### config.mk
export PLATFORM = sky130hd
export DESIGN_NAME = watchdog_supply_supervisor
export DESIGN_NICKNAME = d
export VERILOG_FILES = /design/src/wdsup_pkg.sv /design/src/watchdog_supply_supervisor.sv
export SDC_FILE = /design/constraint.sdc
export NUM_CORES = 1
export LEC_CHECK = 0
export BUFFER_PORTS_ARGS = -buffer_cell sky130_fd_sc_hd__buf_2
export CORE_MARGIN = 4
export CORE_UTILIZATION = 25
export CTS_BUF_LIST = sky130_fd_sc_hd__clkbuf_16
export DETAILED_ROUTE_END_ITERATION = 8
export PLACE_DENSITY_LB_ADDON = 0.15
export SLEW_MARGIN = 30
export SYNTH_ARGS = -nofsm -noshare
export SYNTH_HDL_FRONTEND = slang
export SYNTH_SLANG_ARGS = --single-unit
### constraint.sdc
create_clock -name clk_sys_in -period 4.5 [get_ports clk_sys_in]
set_input_delay 0.45 -clock clk_sys_in [delete_from_list [all_inputs] [get_ports clk_sys_in]]
set_output_delay 0.45 -clock clk_sys_in [all_outputs]
set_load 0.02 [all_outputs]
### src/wdsup_pkg.sv
package wdsup_pkg;

    // ------------------------------------------------------------
    // Register map
    // ------------------------------------------------------------
    localparam logic [7:0] SUPPLY_MONITOR_CONTROL_ADDR  = 8'hDF;
    localparam logic [7:0] SUPPLY_MONITOR_CONTROL_RESET = 8'hDE;
    localparam logic [7:0] WATCHDOG_CONTROL_ADDR        = 8'hC0;
    localparam logic [7:0] WATCHDOG_CONTROL_RESET       = 8'h00;

    // ------------------------------------------------------------
    // Watchdog control fields
    // ------------------------------------------------------------
    localparam int WD_PRESCALE_LSB   = 4;
    localparam int WD_IRQ_SELECT_BIT = 3;
    localparam int WD_SEEN_BIT       = 2;
    localparam int WD_ARM_BIT        = 1;
    localparam int WD_UNLOCK_BIT     = 0;
    localparam logic [3:0] WD_PRESCALE_IMMEDIATE = 4'h8;

    // ------------------------------------------------------------
    // Supply monitor control fields
    // ------------------------------------------------------------
    localparam int SM_DIGITAL_GOOD_BIT = 7;
    localparam int SM_ANALOG_GOOD_BIT  = 6;
    localparam int SM_IRQ_FLAG_BIT     = 5;
    localparam int SM_TRIP_LSB         = 1;
    localparam int SM_ON_BIT           = 0;
    localparam logic [3:0] SM_TRIP_RESET = 4'hF;

    // ------------------------------------------------------------
    // Timing
    // ------------------------------------------------------------
    localparam int CLK_PERIOD_PS   = 5000;
    localparam int GLITCH_TIME_NS  = 100;
    localparam int GLITCH_CYCLES   = (GLITCH_TIME_NS * 1000 + CLK_PERIOD_PS - 1) / CLK_PERIOD_PS;
    localparam int HOLD_TIME_MS    = 250;
    localparam int TICK_RATE_HZ    = 32768;
    localparam int HOLD_TICKS      = (HOLD_TIME_MS * TICK_RATE_HZ + 999) / 1000;
    localparam int WD_BASE_TICKS   = 16;

    typedef struct packed {
        logic [7:0] addr;
        logic       wr;
        logic [7:0] wdata;
    } sfr_req_t;

endpackage : wdsup_pkg
### src/watchdog_supply_supervisor.sv
`timescale 1ns/1ps
module watchdog_supply_supervisor #(
    parameter int HOLD_TICKS_P = wdsup_pkg::HOLD_TICKS,    // Supply hold-off in slow ticks
    parameter int WD_BASE_P    = wdsup_pkg::WD_BASE_TICKS, // Watchdog period at prescale 0
    parameter int FILT_P       = wdsup_pkg::GLITCH_CYCLES  // Glitch filter length
) (
    input  wire logic               clk_sys_in,             // Core clock
    input  wire logic               rst_in,                 // Hardware reset, sync high
    input  wire wdsup_pkg::sfr_req_t sfr_req_in,            // Special function register access
    input  wire logic               instr_end_in,           // Pulse at each instruction boundary
    input  wire logic               tick_in,                // Slow tick pulse
    input  wire logic               analog_supply_good_in,  // Analog comparator, 1 = above trip
    input  wire logic               digital_supply_good_in, // Digital comparator, 1 = above trip
    input  wire logic               irq_enable_priority_two_in, // Supply irq enable
    output logic [7:0]              sfr_rdata_out,          // Read data, registered
    output logic                    wd_reset_out,           // One-cycle system reset request
    output logic                    wd_irq_out,             // High-priority irq request, one cycle per timeout; held high every cycle while armed at immediate prescale
    output logic                    supply_irq_out,         // Supply monitor irq request level
    output logic [3:0]              trip_select_out         // Trip point selects to comparators
);
    import wdsup_pkg::*;

    // ------------------------------------------------------------
    // Unlock sequencing
    // ------------------------------------------------------------
    typedef enum logic [2:0] {
        UL_IDLE    = 3'b001,
        UL_PENDING = 3'b010,
        UL_OPEN    = 3'b100
    } unlock_state_t;

    unlock_state_t unlock_reg, unlock_next;
    logic [3:0]  prescale_reg;
    logic        irq_select_reg, seen_reg, arm_reg;
    logic [15:0] wd_cnt_reg;
    logic        supply_low_irq_flag_reg, sm_on_reg;
    logic [3:0]  trip_reg;
    logic [7:0]  filt_cnt_reg;
    logic [31:0] hold_cnt_reg;
    logic        filt_low_reg;

    wire wd_write  = sfr_req_in.wr && (sfr_req_in.addr == WATCHDOG_CONTROL_ADDR);
    wire sm_write  = sfr_req_in.wr && (sfr_req_in.addr == SUPPLY_MONITOR_CONTROL_ADDR);
    wire commit    = wd_write && (unlock_reg == UL_OPEN);
    wire unlock_wr = wd_write && (unlock_reg != UL_OPEN) && sfr_req_in.wdata[WD_UNLOCK_BIT];

    // A write outside the window only arms the unlock, and only with WD_UNLOCK_BIT set; nothing else lands
    always_comb begin
        unlock_next = unlock_reg;
        unique case (unlock_reg)
            UL_IDLE:    if (unlock_wr) unlock_next = UL_PENDING;
            UL_PENDING: if (instr_end_in) unlock_next = UL_OPEN;
            UL_OPEN:    if (commit || instr_end_in) unlock_next = UL_IDLE;
        endcase
    end

    // ------------------------------------------------------------
    // Watchdog timing
    // ------------------------------------------------------------
    wire [15:0] wd_limit  = 16'(WD_BASE_P) << prescale_reg[2:0];
    wire        immediate = (prescale_reg == WD_PRESCALE_IMMEDIATE);
    wire        counting  = (prescale_reg < WD_PRESCALE_IMMEDIATE);
    wire        wd_expire = tick_in && (wd_cnt_reg == wd_limit - 16'h0001);
    wire        timeout   = arm_reg && (immediate || (counting && wd_expire));
    wire        sw_arm1   = commit && sfr_req_in.wdata[WD_ARM_BIT];
    wire        seen_clr  = commit && !sfr_req_in.wdata[WD_SEEN_BIT];

    // ------------------------------------------------------------
    // Supply monitor
    // ------------------------------------------------------------
    wire both_good  = analog_supply_good_in && digital_supply_good_in;
    wire hold_done  = tick_in && (hold_cnt_reg == 32'(HOLD_TICKS_P - 1));
    wire supply_low_irq_flag_hwset = sm_on_reg && filt_low_reg;
    wire supply_low_irq_flag_swclr = sm_write && !sfr_req_in.wdata[SM_IRQ_FLAG_BIT] && both_good;
    wire supply_low_irq_flag_swset = sm_write && sfr_req_in.wdata[SM_IRQ_FLAG_BIT];
    wire supply_low_irq_flag_auto  = sm_on_reg && supply_low_irq_flag_reg && both_good && hold_done;
    wire supply_low_irq_flag_next  = supply_low_irq_flag_hwset || supply_low_irq_flag_swset || (supply_low_irq_flag_reg && !supply_low_irq_flag_swclr && !supply_low_irq_flag_auto);
    wire supply_low_irq_flag_rise  = supply_low_irq_flag_next && !supply_low_irq_flag_reg;

    wire [7:0] wd_view = {prescale_reg, irq_select_reg, seen_reg, arm_reg,
                          unlock_reg == UL_OPEN};
    wire [7:0] sm_view = {digital_supply_good_in, analog_supply_good_in, supply_low_irq_flag_reg,
                          trip_reg, sm_on_reg};
    wire [7:0] rdata_next = (sfr_req_in.addr == WATCHDOG_CONTROL_ADDR)       ? wd_view :
                            (sfr_req_in.addr == SUPPLY_MONITOR_CONTROL_ADDR) ? sm_view : 8'h00;

    // ------------------------------------------------------------
    // Watchdog registers
    // ------------------------------------------------------------
    always_ff @(posedge clk_sys_in) begin
        if (rst_in) begin
            unlock_reg     <= UL_IDLE;
            prescale_reg   <= WATCHDOG_CONTROL_RESET[7:4];
            irq_select_reg <= 1'b0;
            seen_reg       <= 1'b0;
            arm_reg        <= 1'b0;
            wd_cnt_reg     <= 16'h0000;
            wd_reset_out   <= 1'b0;
            wd_irq_out     <= 1'b0;
        end else begin
            unlock_reg <= unlock_next;
            if (commit) begin
                prescale_reg   <= sfr_req_in.wdata[7:4];
                irq_select_reg <= sfr_req_in.wdata[WD_IRQ_SELECT_BIT];
            end
            // Hardware set beats a software clear in the same cycle
            seen_reg <= timeout || (seen_reg && !seen_clr);
            if (supply_low_irq_flag_rise || (timeout && !irq_select_reg))
                arm_reg <= 1'b0;
            else if (commit)
                arm_reg <= sfr_req_in.wdata[WD_ARM_BIT];
            if (sw_arm1 || timeout || !arm_reg)
                wd_cnt_reg <= 16'h0000;
            else if (tick_in)
                wd_cnt_reg <= wd_cnt_reg + 16'h0001;
            // No global enable input: the request cannot be masked
            wd_reset_out <= timeout && !irq_select_reg;
            wd_irq_out   <= timeout && irq_select_reg;
        end
    end

    // ------------------------------------------------------------
    // Supply monitor registers
    // ------------------------------------------------------------
    always_ff @(posedge clk_sys_in) begin
        if (rst_in) begin
            supply_low_irq_flag_reg     <= SUPPLY_MONITOR_CONTROL_RESET[SM_IRQ_FLAG_BIT];
            sm_on_reg    <= SUPPLY_MONITOR_CONTROL_RESET[SM_ON_BIT];
            trip_reg     <= SM_TRIP_RESET;
            filt_cnt_reg <= 8'h00;
            filt_low_reg <= 1'b0;
            hold_cnt_reg <= 32'h0000_0000;
        end else begin
            supply_low_irq_flag_reg <= supply_low_irq_flag_next;
            if (sm_write) begin
                sm_on_reg <= sfr_req_in.wdata[SM_ON_BIT];
                trip_reg  <= sfr_req_in.wdata[4:1];
            end
            // Low must persist FILT_P cycles before it counts
            if (!sm_on_reg || both_good) begin
                filt_cnt_reg <= 8'h00;
                filt_low_reg <= 1'b0;
            end else if (filt_cnt_reg == 8'(FILT_P - 1)) begin
                filt_low_reg <= 1'b1;
            end else begin
                filt_cnt_reg <= filt_cnt_reg + 8'h01;
            end
            if (!sm_on_reg || !both_good || !supply_low_irq_flag_reg || hold_done)
                hold_cnt_reg <= 32'h0000_0000;
            else if (tick_in)
                hold_cnt_reg <= hold_cnt_reg + 32'h0000_0001;
        end
    end

    always_ff @(posedge clk_sys_in) begin
        if (rst_in)
            sfr_rdata_out <= 8'h00;
        else
            sfr_rdata_out <= rdata_next;
    end

    assign supply_irq_out  = supply_low_irq_flag_reg && irq_enable_priority_two_in;
    assign trip_select_out = trip_reg;
endmodule : watchdog_supply_supervisor

==> out/metrics.cfg, run 1 <==
[timing]
worst_slew_pin_slew_ns = 0.781
period_minus_slack_ns = 2.28
hold_viol_final = 0
timing.final.max_slew_violations = 0
timing.final.crit_share_pct = 50.7
fin_tns_setup_ns = 0
fmax_mhz = 439
timing.final.setup_violations = 0
max_slew_margin_pct = 47.9
rsz_0062_raised_after_global_routing = false
clock-skew-final_ns = 0.00870

[floorplan]
core-area_um2 = 16000
height_of_the_die_um = 136
core.rowCount = 46
initial_utilization_pct = 25.8
fp.dieW_um = 136
dieArea_um2 = 18600
number_of_ports_placed_on_the_die_boundary = 39

[synthesis]
syn_nets = 522
yosysSeqAreaShare_pct = 40.3
synthesis.instances = 495
netlist_area_um2 = 4130
synth_edf_count = 0
yosys.cell_types.count = 53
number_of_warnings_printed_during_yosys_synthesis = 0
syn_area_cell_um2 = 8.33
ys_seq_elements = 83
ys_async_sr_fraction_pct = 0
synth-main-ff-cell = dfxtp_1

[pwr]
cellPowerDensity_nw_per_um2 = 326
total_power_mw = 1.58
power_switching_share_pct = 21.5
switching_power_mw = 0.339
max-vdd-ir-drop_v = 0.000190
power.clock.fraction_pct = 50.8
p_leak_nw = 1.68
p_comb_share_pct = 2.2
seq_power_share_pct = 47.0
cell_internal_pwr_mw = 1.24

[global_route]
grt.overflow.total = 0
grt.total_usage_pct = 11.9
vias_in_the_first_global_route = 3504
grt_start_max_net_pins = 29
global_route_wire_length_before_repair_mm = 17.7
antenna_violations_before_repair = 0

[worst_setup_path]
crit_chain = or3b_2 > nor4_4 > a21oi_2 > nor4b_1
critical_path.slowest_cell = nor4_4
critical_path.endpoint_type = flop
setup.reg_to_reg.worst_slack_ns = 2.22
slowest_delay_ns = 0.63
worst_r2r_startpoint = unlock_reg[2]
startpoint_type = flop
r2r.worst_path.cells = 4
critical_path_class = reg -> reg
reg2reg_to = wd_cnt_reg[1]
required_ns = 4.70
timing.critical_path.arrival_ns = 2.48
worst_path_dominant_cell_family = simple AND/OR/NAND/NOR gates
cp.buffers_inverters = 0
critical_path_peak_fanout = 16

[cts]
cts-hold-fix-buffers = 0
post_cts_buffers = 0
numClockSinks = 83
cts_resized = 0
tritoncts = yes
clk_pin_slew_ns = 0.06
cts-htree-levels = 3
insertion_delay_ns = 0.35
clk_root_buf = clkbuf_16
clock_tree.buffer_depth = 2
cts_buffer_count = 9

[drt]
route.antenna.remaining_nets = 0
finalWirelength_mm = 10.3
drc = 0
routed_wire_length_per_instance_um = 13.9
detailroute.via_count = 3595
dr.first_iter.drc_count = 235
avgViaCountPerCell = 4.83
first_pass_iters = 4

[placement]
dp_hpwl_mm = 7.27
io_buffers = 38
gp_congestion = 0.740

[hold_path]
worst_hold_startpoint = sfr_req_in[6]
holdPathEnd = prescale_reg[2]
hold_depth = 3
timing.hold.worst.class = in -> reg

[cells_and_area]
antenna_cells = 0
share_of_layout_cells_above_drive_strength_1_pct = 12.3
largest_reg_flops = 32
leading_cell_types_in_the_layout_fill_and_taps_excluded = dfxtp_1, nor2_1, nand2_1, buf_2, xor2_1
area_delta_synth_final_pct = 17.3
mostFrequentLayoutCell = dfxtp_1
nets = 550

[run]
max-cap-violations = 0

[status]
outcome = finished clean

## worst max-delay path by stage
stage	from	to	slack, ns	depth (start not counted)
floorplan	sfr_req_in[10]	wd_cnt_reg[3]	2.32	6
global placement	sfr_req_in[10]	wd_cnt_reg[1]	1.73	5
detailed placement	sfr_req_in[10]	wd_cnt_reg[12]	1.91	5
CTS	unlock_reg[2]	wd_cnt_reg[1]	2.18	4
global route	hold_cnt_reg[6]	hold_cnt_reg[22]	2.06	5
finish	unlock_reg[2]	wd_cnt_reg[1]	2.22	4
## per-stage QoR
| step | worst slack (ns) | hold WS, ns | instance area [um2] | util [%] | std cells |
|---|---|---|---|---|---|
| final | 2.22 | 0.346 | 4840 | 30.2 | 744 |
| after CTS | 2.18 | 0.339 | 4830 | 30.2 | 744 |
| after detailed placement | 1.91 | 0.481 | 4510 | 28.2 | 728 |
| after global placement | 1.73 | 0.476 | 4510 | 28.2 | 728 |
| after global routing | 2.06 | 0.364 | 4840 | 30.2 | 744 |
| after floorplan | 2.32 | 0.450 | 4130 | - | 495 |
## power groups by stage
stage / sequential (mW) / combinational, mW / clock [mW]
global route: 0.740 / 0.0394 / 0.866
floorplan: 0.756 / 0.0172 / 0
CTS: 0.740 / 0.0355 / 0.830
detailed placement: 0.757 / 0.0354 / 0
finish: 0.740 / 0.0352 / 0.801
global placement: 0.756 / 0.0341 / 0
## final cells by class
class	count	area [um2]
clock buffers	9	225
clock inverters	7	91.3
fillers	1764	11200
inverters	11	41.3
multi-input cells	378	2340
flip-flops and latches	83	1660
well taps	216	270
repair buffers	40	205
## synthesized netlist by cell type (all sizes together), types with 8 or more instances
cell / count / area [um2]
a21oi: 15 / 78.8
a22oi: 9 / 67.6
and3: 12 / 75.1
and4: 9 / 78.8
buf: 8 / 37.5
clkbuf: 15 / 56.3
dfxtp: 83 / 1660
inv: 11 / 41.3
mux2i: 10 / 100
nand2: 38 / 143
nand3: 27 / 135
nand4: 20 / 125
nor2: 69 / 259
nor3: 26 / 130
nor4: 14 / 103
o21ai: 12 / 63.8
or3: 9 / 56.3
xnor2: 19 / 166
xor2: 28 / 245
## cells by family (layout without fill, tap and decap cells)
logic type | Yosys count | after routing | synth area share (%)
AOI/OAI and AO/OA | 59 | 59 | 9.80
xor gates and xnor gates | 47 | 47 | 9.98
adders and majority gates | 3 | 3 | 0.910
buffers and inverters | 34 | 67 | 3.28
DFF | 83 | 83 | 40.3
muxes | 10 | 10 | 2.43
and+or+nand+nor | 259 | 259 | 33.3
## worst reg2reg max path, stage by stage (launching register included)
cell     delay, ns
dfxtp_1       0.39
or3b_2        0.52
nor4_4        0.63
a21oi_2       0.36
nor4b_1       0.24
## per-layer routing
metal	wire, um	global-route usage (%)
met2	4700	18.4
met1	5080	15.6
met3	318	3.33
met4	219	4.59
met5	0	0
(Power assumes the default switching activity.)
==> run 2, diff against run 1 <==
--- a/config.mk
+++ b/config.mk
@@ -5,6 +5,7 @@
 export SDC_FILE = /design/constraint.sdc
 export NUM_CORES = 1
 export LEC_CHECK = 0
+export ABC_AREA = 1
 export BUFFER_PORTS_ARGS = -buffer_cell sky130_fd_sc_hd__buf_2
 export CORE_MARGIN = 4
 export CORE_UTILIZATION = 25
==> constraint.sdc (replaced) <==
create_clock -name clk_sys_in -period 2.2 [get_ports clk_sys_in]
set_input_delay 0.22 -clock clk_sys_in [delete_from_list [all_inputs] [get_ports clk_sys_in]]
set_output_delay 0.22 -clock clk_sys_in [all_outputs]
set_load 0.02 [all_outputs]
==> out/metrics.cfg, run 2 <==
[synthesis]
number_of_warnings_printed_during_yosys_synthesis = 0  ; unchanged
synthDominantAreaCellType = dfxtp_1
post-synth-top-count-cell = nand2_1
yosysSeqAreaShare_pct = 39.8  ; -0.49 points
ys_seq_elements = 83  ; unchanged
ys_async_sr_fraction_pct = 0  ; unchanged
synth.top_cell.area_share_pct = 39.8  ; -0.49 points
syn_nets = 631  ; +21%
syn_area_cell_um2 = 6.91  ; -17%
synthesis.instances = 604  ; +22%
yosys.cell_types.count = 36  ; -32%
synth-main-ff-cell = dfxtp_1
synth_common_cells = nand2_1, nor2_1, dfxtp_1
synth_edf_count = 0  ; unchanged
netlist_area_um2 = 4180  ; +1.2%
netlist_top_cells_area = dfxtp_1, nand2_1, nor2_1, inv_1, nand3_1

[hold_path]
timing.hold.worst.class = in -> reg

[drt]
routed_wire_length_per_instance_um = 11.8  ; -15%
drc = 0  ; unchanged
dr.first_iter.drc_count = 150  ; -36%
finalWirelength_mm = 10.3  ; -0.47%
route.antenna.remaining_nets = 0  ; unchanged
first_pass_iters = 4  ; unchanged
detailroute.via_count = 3743  ; +4.1%
avgViaCountPerCell = 4.30  ; -11%

[cts]
cts_buffer_count = 9  ; unchanged
clk_root_buf = clkbuf_16
clock_tree.buffer_depth = 2  ; unchanged
tritoncts = yes
clk_pin_slew_ns = 0.06  ; about the same
insertion_delay_ns = 0.35  ; about the same
cts_resized = 0  ; unchanged
cts-hold-fix-buffers = 0  ; unchanged
post_cts_buffers = 0  ; unchanged
numClockSinks = 83  ; unchanged
cts-htree-levels = 3  ; unchanged

[placement]
dp_hpwl_mm = 7.91  ; +8.9%
numPlacedInstances = 854  ; +17%
post-place-ws_ns = 0.337  ; -1.57 ns
gp_congestion = 0.767  ; +3.6%
io_buffers = 38  ; unchanged

[global_route]
antenna_violations_before_repair = 0  ; unchanged
global_route_wire_length_before_repair_mm = 17.5  ; -1.3%
grt_start_max_net_pins = 17  ; -41%
grt.overflow.total = 0  ; unchanged
vias_in_the_first_global_route = 3718  ; +6.1%
grt.total_usage_pct = 11.7  ; -0.19 points

[pwr]
p_comb_share_pct = 5.8  ; +3.6 points
power.clock.fraction_pct = 46.2  ; -4.6 points
cellPowerDensity_nw_per_um2 = 657  ; +100%
seq_power_share_pct = 48.1  ; +1.1 points
total_power_mw = 3.22  ; +100%
max-vdd-ir-drop_v = 0.000331  ; +74%
cell_internal_pwr_mw = 2.46  ; +99%
p_leak_nw = 1.94  ; +15%
switching_power_mw = 0.758  ; +120%
power_switching_share_pct = 23.6  ; +2.0 points

[floorplan]
dieArea_um2 = 18800  ; +1.2%
fp.dieW_um = 137  ; +0.58%
height_of_the_die_um = 137  ; +0.58%
core-area_um2 = 16100  ; +0.72%
initial_utilization_pct = 25.9  ; +0.13 points
core.rowCount = 46  ; unchanged
number_of_ports_placed_on_the_die_boundary = 39  ; unchanged

[cells_and_area]
largest_reg_flops = 32  ; unchanged
area_delta_synth_final_pct = 17.2  ; about the same
nets = 676  ; +23%
share_of_layout_cells_above_drive_strength_1_pct = 12.4  ; +0.075 points
leading_cell_types_in_the_layout_fill_and_taps_excluded = nand2_1, nor2_1, dfxtp_1
antenna_cells = 0  ; unchanged
mostFrequentLayoutCell = nand2_1
finalNonFillerCells = 870  ; +17%
nFillCells = 1803  ; +2.2%

[worst_setup_path]
startpoint_type = flop
critical_path_class = reg -> reg
reg2reg_to = hold_cnt_reg[11]
timing.critical_path.arrival_ns = 2.09  ; -0.39 ns
r2r.worst_path.cells = 7  ; +3
critical_path_peak_fanout = 12  ; -4
worstSetupStartpoint = hold_cnt_reg[0]
required_ns = 2.44  ; -2.26 ns
worst_setup_path_endpoint = hold_cnt_reg[11]
worst_r2r_startpoint = hold_cnt_reg[0]
setup.reg_to_reg.worst_slack_ns = 0.35  ; -1.87 ns
critical_path.endpoint_type = flop

[timing]
timing.final.setup_violations = 0  ; unchanged
fmax_mhz = 541  ; +23%
final.hold.worst_slack_ns = 0.0915  ; -0.255 ns
max_slew_margin_pct = 71.5  ; +24 points
timing.final.max_slew_violations = 0  ; unchanged
final_critical_path_setup_slack_ns = 0.352  ; -1.87 ns
hold_viol_final = 0  ; unchanged
timing.final.crit_share_pct = 84.0  ; +33 points
fin_tns_setup_ns = 0  ; unchanged
worst_slew_pin_slew_ns = 0.424  ; -0.357 ns
clock-skew-final_ns = 0.00451  ; -0.00419 ns
rsz_0062_raised_after_global_routing = false
period_minus_slack_ns = 1.85  ; -0.432 ns

[run]
max-cap-violations = 0  ; unchanged

[status]
outcome = finished clean

run 2: cell count changes in the layout (fill, tap and decap cells not counted), sizes merged, moves of 10 or more:
cell and delta:
inv +74, nor2 +44, xnor2 -10, nand2 +102, and3 -12, nand3 +21
nor4 -13
run 2: power groups by stage:
stage | clock, mW | sequential, mW | combinational [mW]
global placement | 0 | 1.58 | 0.179
detailed placement | 0 | 1.58 | 0.184
CTS | 1.54 | 1.55 | 0.184
finish | 1.49 | 1.55 | 0.185
global route | 1.60 | 1.55 | 0.211
floorplan | 0 | 1.58 | 0.131
run 2: per-stage QoR:
step	utilization (%)	area, um2
after global placement	28.6	4610
final	30.4	4890
after floorplan	-	4180
after detailed placement	28.6	4610
after CTS	30.4	4890
after global routing	30.4	4890
run 2: cell type report:
type | count | area [um2] | area share (%)
Inverter | 86 | 323 | 6.60
Tap cell | 216 | 270 | 5.52
Clock buffer | 9 | 225 | 4.60
Sequential cell | 83 | 1660 | 33.9
Multi-Input combinational cell | 426 | 2130 | 43.5
Clock inverter | 7 | 60.1 | 1.23
Timing Repair Buffer | 43 | 228 | 4.65
run 2: worst min-delay path by stage:
stage	start	to	depth (start not counted)
finish	sfr_req_in[2]	trip_select_out[1]	3
global route	sfr_req_in[2]	trip_select_out[1]	3
CTS	sfr_req_in[2]	trip_select_out[1]	3
detailed placement	sfr_req_in[2]	trip_select_out[1]	3
global placement	sfr_req_in[2]	trip_select_out[1]	3
floorplan	sfr_req_in[1]	trip_select_out[0]	2
run 2: worst max-delay path: stages (launching register included):
cell      delay [ns]
dfxtp_1         0.37
ha_1            0.23
nand3_1         0.12
nor2_1          0.24
nand2_1         0.17
o21bai_4        0.30
buf_4           0.25
nor3_1          0.06
run 2: cells by family after synthesis:
logic type,Yosys count,share of synthesized area [%]
flops,83,39.8
fa+ha+maj,3,0.899
compound gates,40,5.60
xor+xnor,34,7.13
mux,1,0.240
buf+inv,95,9.29
simple gates,348,37.1
run 2: routing by layer:
| layer | wire length [um] | GRT usage (%) |
|---|---|---|
| met1 | 4930 | 14.4 |
| met2 | 4700 | 19.2 |
| met3 | 445 | 3.03 |
| met4 | 194 | 4.82 |
| met5 | 0 | 0 |
==> run 3, diff against run 2 <==
--- a/config.mk
+++ b/config.mk
@@ -5,7 +5,7 @@
 export SDC_FILE = /design/constraint.sdc
 export NUM_CORES = 1
 export LEC_CHECK = 0
-export ABC_AREA = 1
+export ABC_AREA = 0
 export BUFFER_PORTS_ARGS = -buffer_cell sky130_fd_sc_hd__buf_2
 export CORE_MARGIN = 4
 export CORE_UTILIZATION = 25
==> constraint.sdc (replaced) <==
create_clock -name clk_sys_in -period 1.65 [get_ports clk_sys_in]
set_input_delay 0.165 -clock clk_sys_in [delete_from_list [all_inputs] [get_ports clk_sys_in]]
set_output_delay 0.165 -clock clk_sys_in [all_outputs]
set_load 0.02 [all_outputs]
==> out/metrics.cfg, run 3 (synthesis gave the netlist of run 1 again) <==
[pwr]
p_comb_share_pct = 3.1  ; -2.7 points
max-vdd-ir-drop_v = 0.000462  ; +40%
cell_internal_pwr_mw = 3.04  ; +24%
total_power_mw = 3.88  ; +21%
p_leak_nw = 2.17  ; +12%
switching_power_mw = 0.842  ; +11%
cellPowerDensity_nw_per_um2 = 657  ; -0.12%
power.clock.fraction_pct = 45.1  ; -1.1 points
power_switching_share_pct = 21.7  ; -1.9 points
seq_power_share_pct = 51.8  ; +3.7 points

[placement]
gp_congestion = 0.741  ; -3.4%
dp_hpwl_mm = 8.16  ; +3.2%
post-place-ws_ns = -0.225  ; -0.561 ns
numPlacedInstances = 809  ; -5.3%
io_buffers = 38  ; unchanged

[cts]
insertion_delay_ns = 0.34  ; about the same
cts-htree-levels = 3  ; unchanged
cts-hold-fix-buffers = 0  ; unchanged
cts_buffer_count = 9  ; unchanged
numClockSinks = 83  ; unchanged
clock_tree.buffer_depth = 2  ; unchanged
clk_pin_slew_ns = 0.06  ; about the same
clk_root_buf = clkbuf_16
tritoncts = yes

[drt]
avgViaCountPerCell = 4.69  ; +9.0%
first_pass_iters = 6  ; +2
dr.first_iter.drc_count = 180  ; +20%
detailroute.via_count = 3900  ; +4.2%
route.antenna.remaining_nets = 0  ; unchanged
finalWirelength_mm = 11.4  ; +11%
routed_wire_length_per_instance_um = 13.7  ; +16%
drc = 0  ; unchanged

[cells_and_area]
largest_reg_flops = 32  ; unchanged
antenna_cells = 0  ; unchanged
leading_cell_types_in_the_layout_fill_and_taps_excluded = buf_4, dfxtp_1, nor2_1
mostFrequentLayoutCell = buf_4
nets = 640  ; -5.3%
nFillCells = 1708  ; -5.3%
area_delta_synth_final_pct = 43.3
finalNonFillerCells = 832  ; -4.4%
share_of_layout_cells_above_drive_strength_1_pct = 33.9  ; +22 points

[floorplan]
number_of_ports_placed_on_the_die_boundary = 39  ; unchanged
height_of_the_die_um = 136  ; -0.58%
initial_utilization_pct = 25.8  ; -0.13 points
dieArea_um2 = 18600  ; -1.2%
core-area_um2 = 16000  ; -0.71%
fp.dieW_um = 136  ; -0.58%
core.rowCount = 46  ; unchanged

[worst_setup_path]
slowest_delay_ns = 0.40  ; +0.03 ns
critical_path_peak_fanout = 7  ; -5
crit_chain = or3_4 > a2bb2oi_4 > o32ai_4 > a211oi_4 > buf_6 > o211a_1
timing.critical_path.arrival_ns = 2.04  ; -0.05 ns
required_ns = 1.93  ; -0.51 ns
critical_path.slowest_cell = or3_4
critical_path.endpoint_type = flop
critical_path_class = reg -> reg
startpoint_type = flop

[timing]
period_minus_slack_ns = 1.76  ; -0.0918 ns
fmax_mhz = 569  ; +5.2%
hold_viol_final = 0  ; unchanged
fin_tns_setup_ns = -4.19  ; -4.19 ns
timing.final.max_slew_violations = 0  ; unchanged
final_critical_path_setup_slack_ns = -0.106  ; -0.458 ns
worst_slew_pin_slew_ns = 0.375  ; -0.0488 ns
rsz_0062_raised_after_global_routing = true
timing.final.crit_share_pct = 106  ; +22 points
clock-skew-final_ns = 0.00528  ; +0.000770 ns
max_slew_margin_pct = 74.7  ; +3.2 points
timing.final.setup_violations = 54  ; +54

[global_route]
grt.total_usage_pct = 12.9  ; +1.2 points
vias_in_the_first_global_route = 3938  ; +5.9%
grt.overflow.total = 0  ; unchanged
global_route_wire_length_before_repair_mm = 19.2  ; +9.6%
grt_start_max_net_pins = 21  ; +4
antenna_violations_before_repair = 0  ; unchanged

[run]
max-cap-violations = 0  ; unchanged

[status]
violations_in_the_final_reports = setup timing
outcome = finished, violations left

[hold_path]
timing.hold.worst.class = in -> reg

## run 3: cell types whose count changed in the layout (fill, tap and decap cells not counted), moves of 9 or more
cell,previous run,this run
nor2_1,107,67
buf_6,0,10
dfxtp_1,83,69
nor3_1,20,11
dfxtp_2,0,10
inv_1,82,10
xnor2_1,9,19
buf_4,5,78
nand2_1,133,35
mux2i_1,1,10
and3_1,0,11
nand3_1,47,24
nor3_2,3,13
## run 3: metal layers
layer / wire length, um / part of all wire, % / global-route usage [%] / up-vias
li1: - / - / - / 2000
met1: 5450 / 48 / 16.9 / 1855
met2: 5510 / 48 / 21.0 / 35
met3: 274 / 2.4 / 3.00 / 10
met4: 157 / 1.4 / 3.86 / 0
met5: 0 / 0 / 0 / -
## run 3: timing repair
action,CTS,global route
pin swaps,15,26
gates cloned,2,1
hold endpoints to repair,0,0
setup buffers,3,6
gates resized for setup,38,44
endpoints found under the setup margin,55,63
## run 3: final cells by class
class / count / area, um2 / share of cell area (%)
Multi-Input combinational cell: 379 / 2710 / 45.9
Tap cell: 216 / 270 / 4.57
Sequential cell: 83 / 1690 / 28.6
Timing Repair Buffer: 129 / 948 / 16.0
Inverter: 11 / 41.3 / 0.699
Clock inverter: 5 / 22.5 / 0.381
Clock buffer: 9 / 225 / 3.81
## run 3: through the flow
stage,util (%),hold slack (ns),cell area (um2)
after detailed placement,32.7,0.426,5240
final,36.9,0.0751,5910
after global routing,36.9,0.0788,5910
after floorplan,-,0.309,4250
after CTS,35.6,0.0599,5700
after global placement,32.7,0.410,5240
## run 3: power groups by stage
stage	clock network, mW	registers, mW	logic [mW]
2_1_floorplan	0	2.06	0.0469
3_3_place_gp	0	2.06	0.114
3_5_place_dp	0	2.06	0.116
4_1_cts	1.84	2.01	0.117
5_1_grt	1.90	2.01	0.131
6_report	1.75	2.01	0.119
## run 3: critical path, delay by kind of cell (launching register included)
kind	cells	cell delay (ns)
simple gates	1	0.40
buf+inv	1	0.19
compound gates	4	0.75
flops	1	0.36
## run 3: worst paths after layout
path                                          from                  to  slack, ns  cells past startpoint
worst max-delay path               prescale_reg[2]          wd_irq_out      -0.11                      6
worst min-delay path                 sfr_req_in[6]     prescale_reg[2]       0.08                      3
worst max register to register     prescale_reg[2]          wd_irq_out      -0.11                      6
worst min register to register  trip_select_out[2]  trip_select_out[2]       0.50                      1
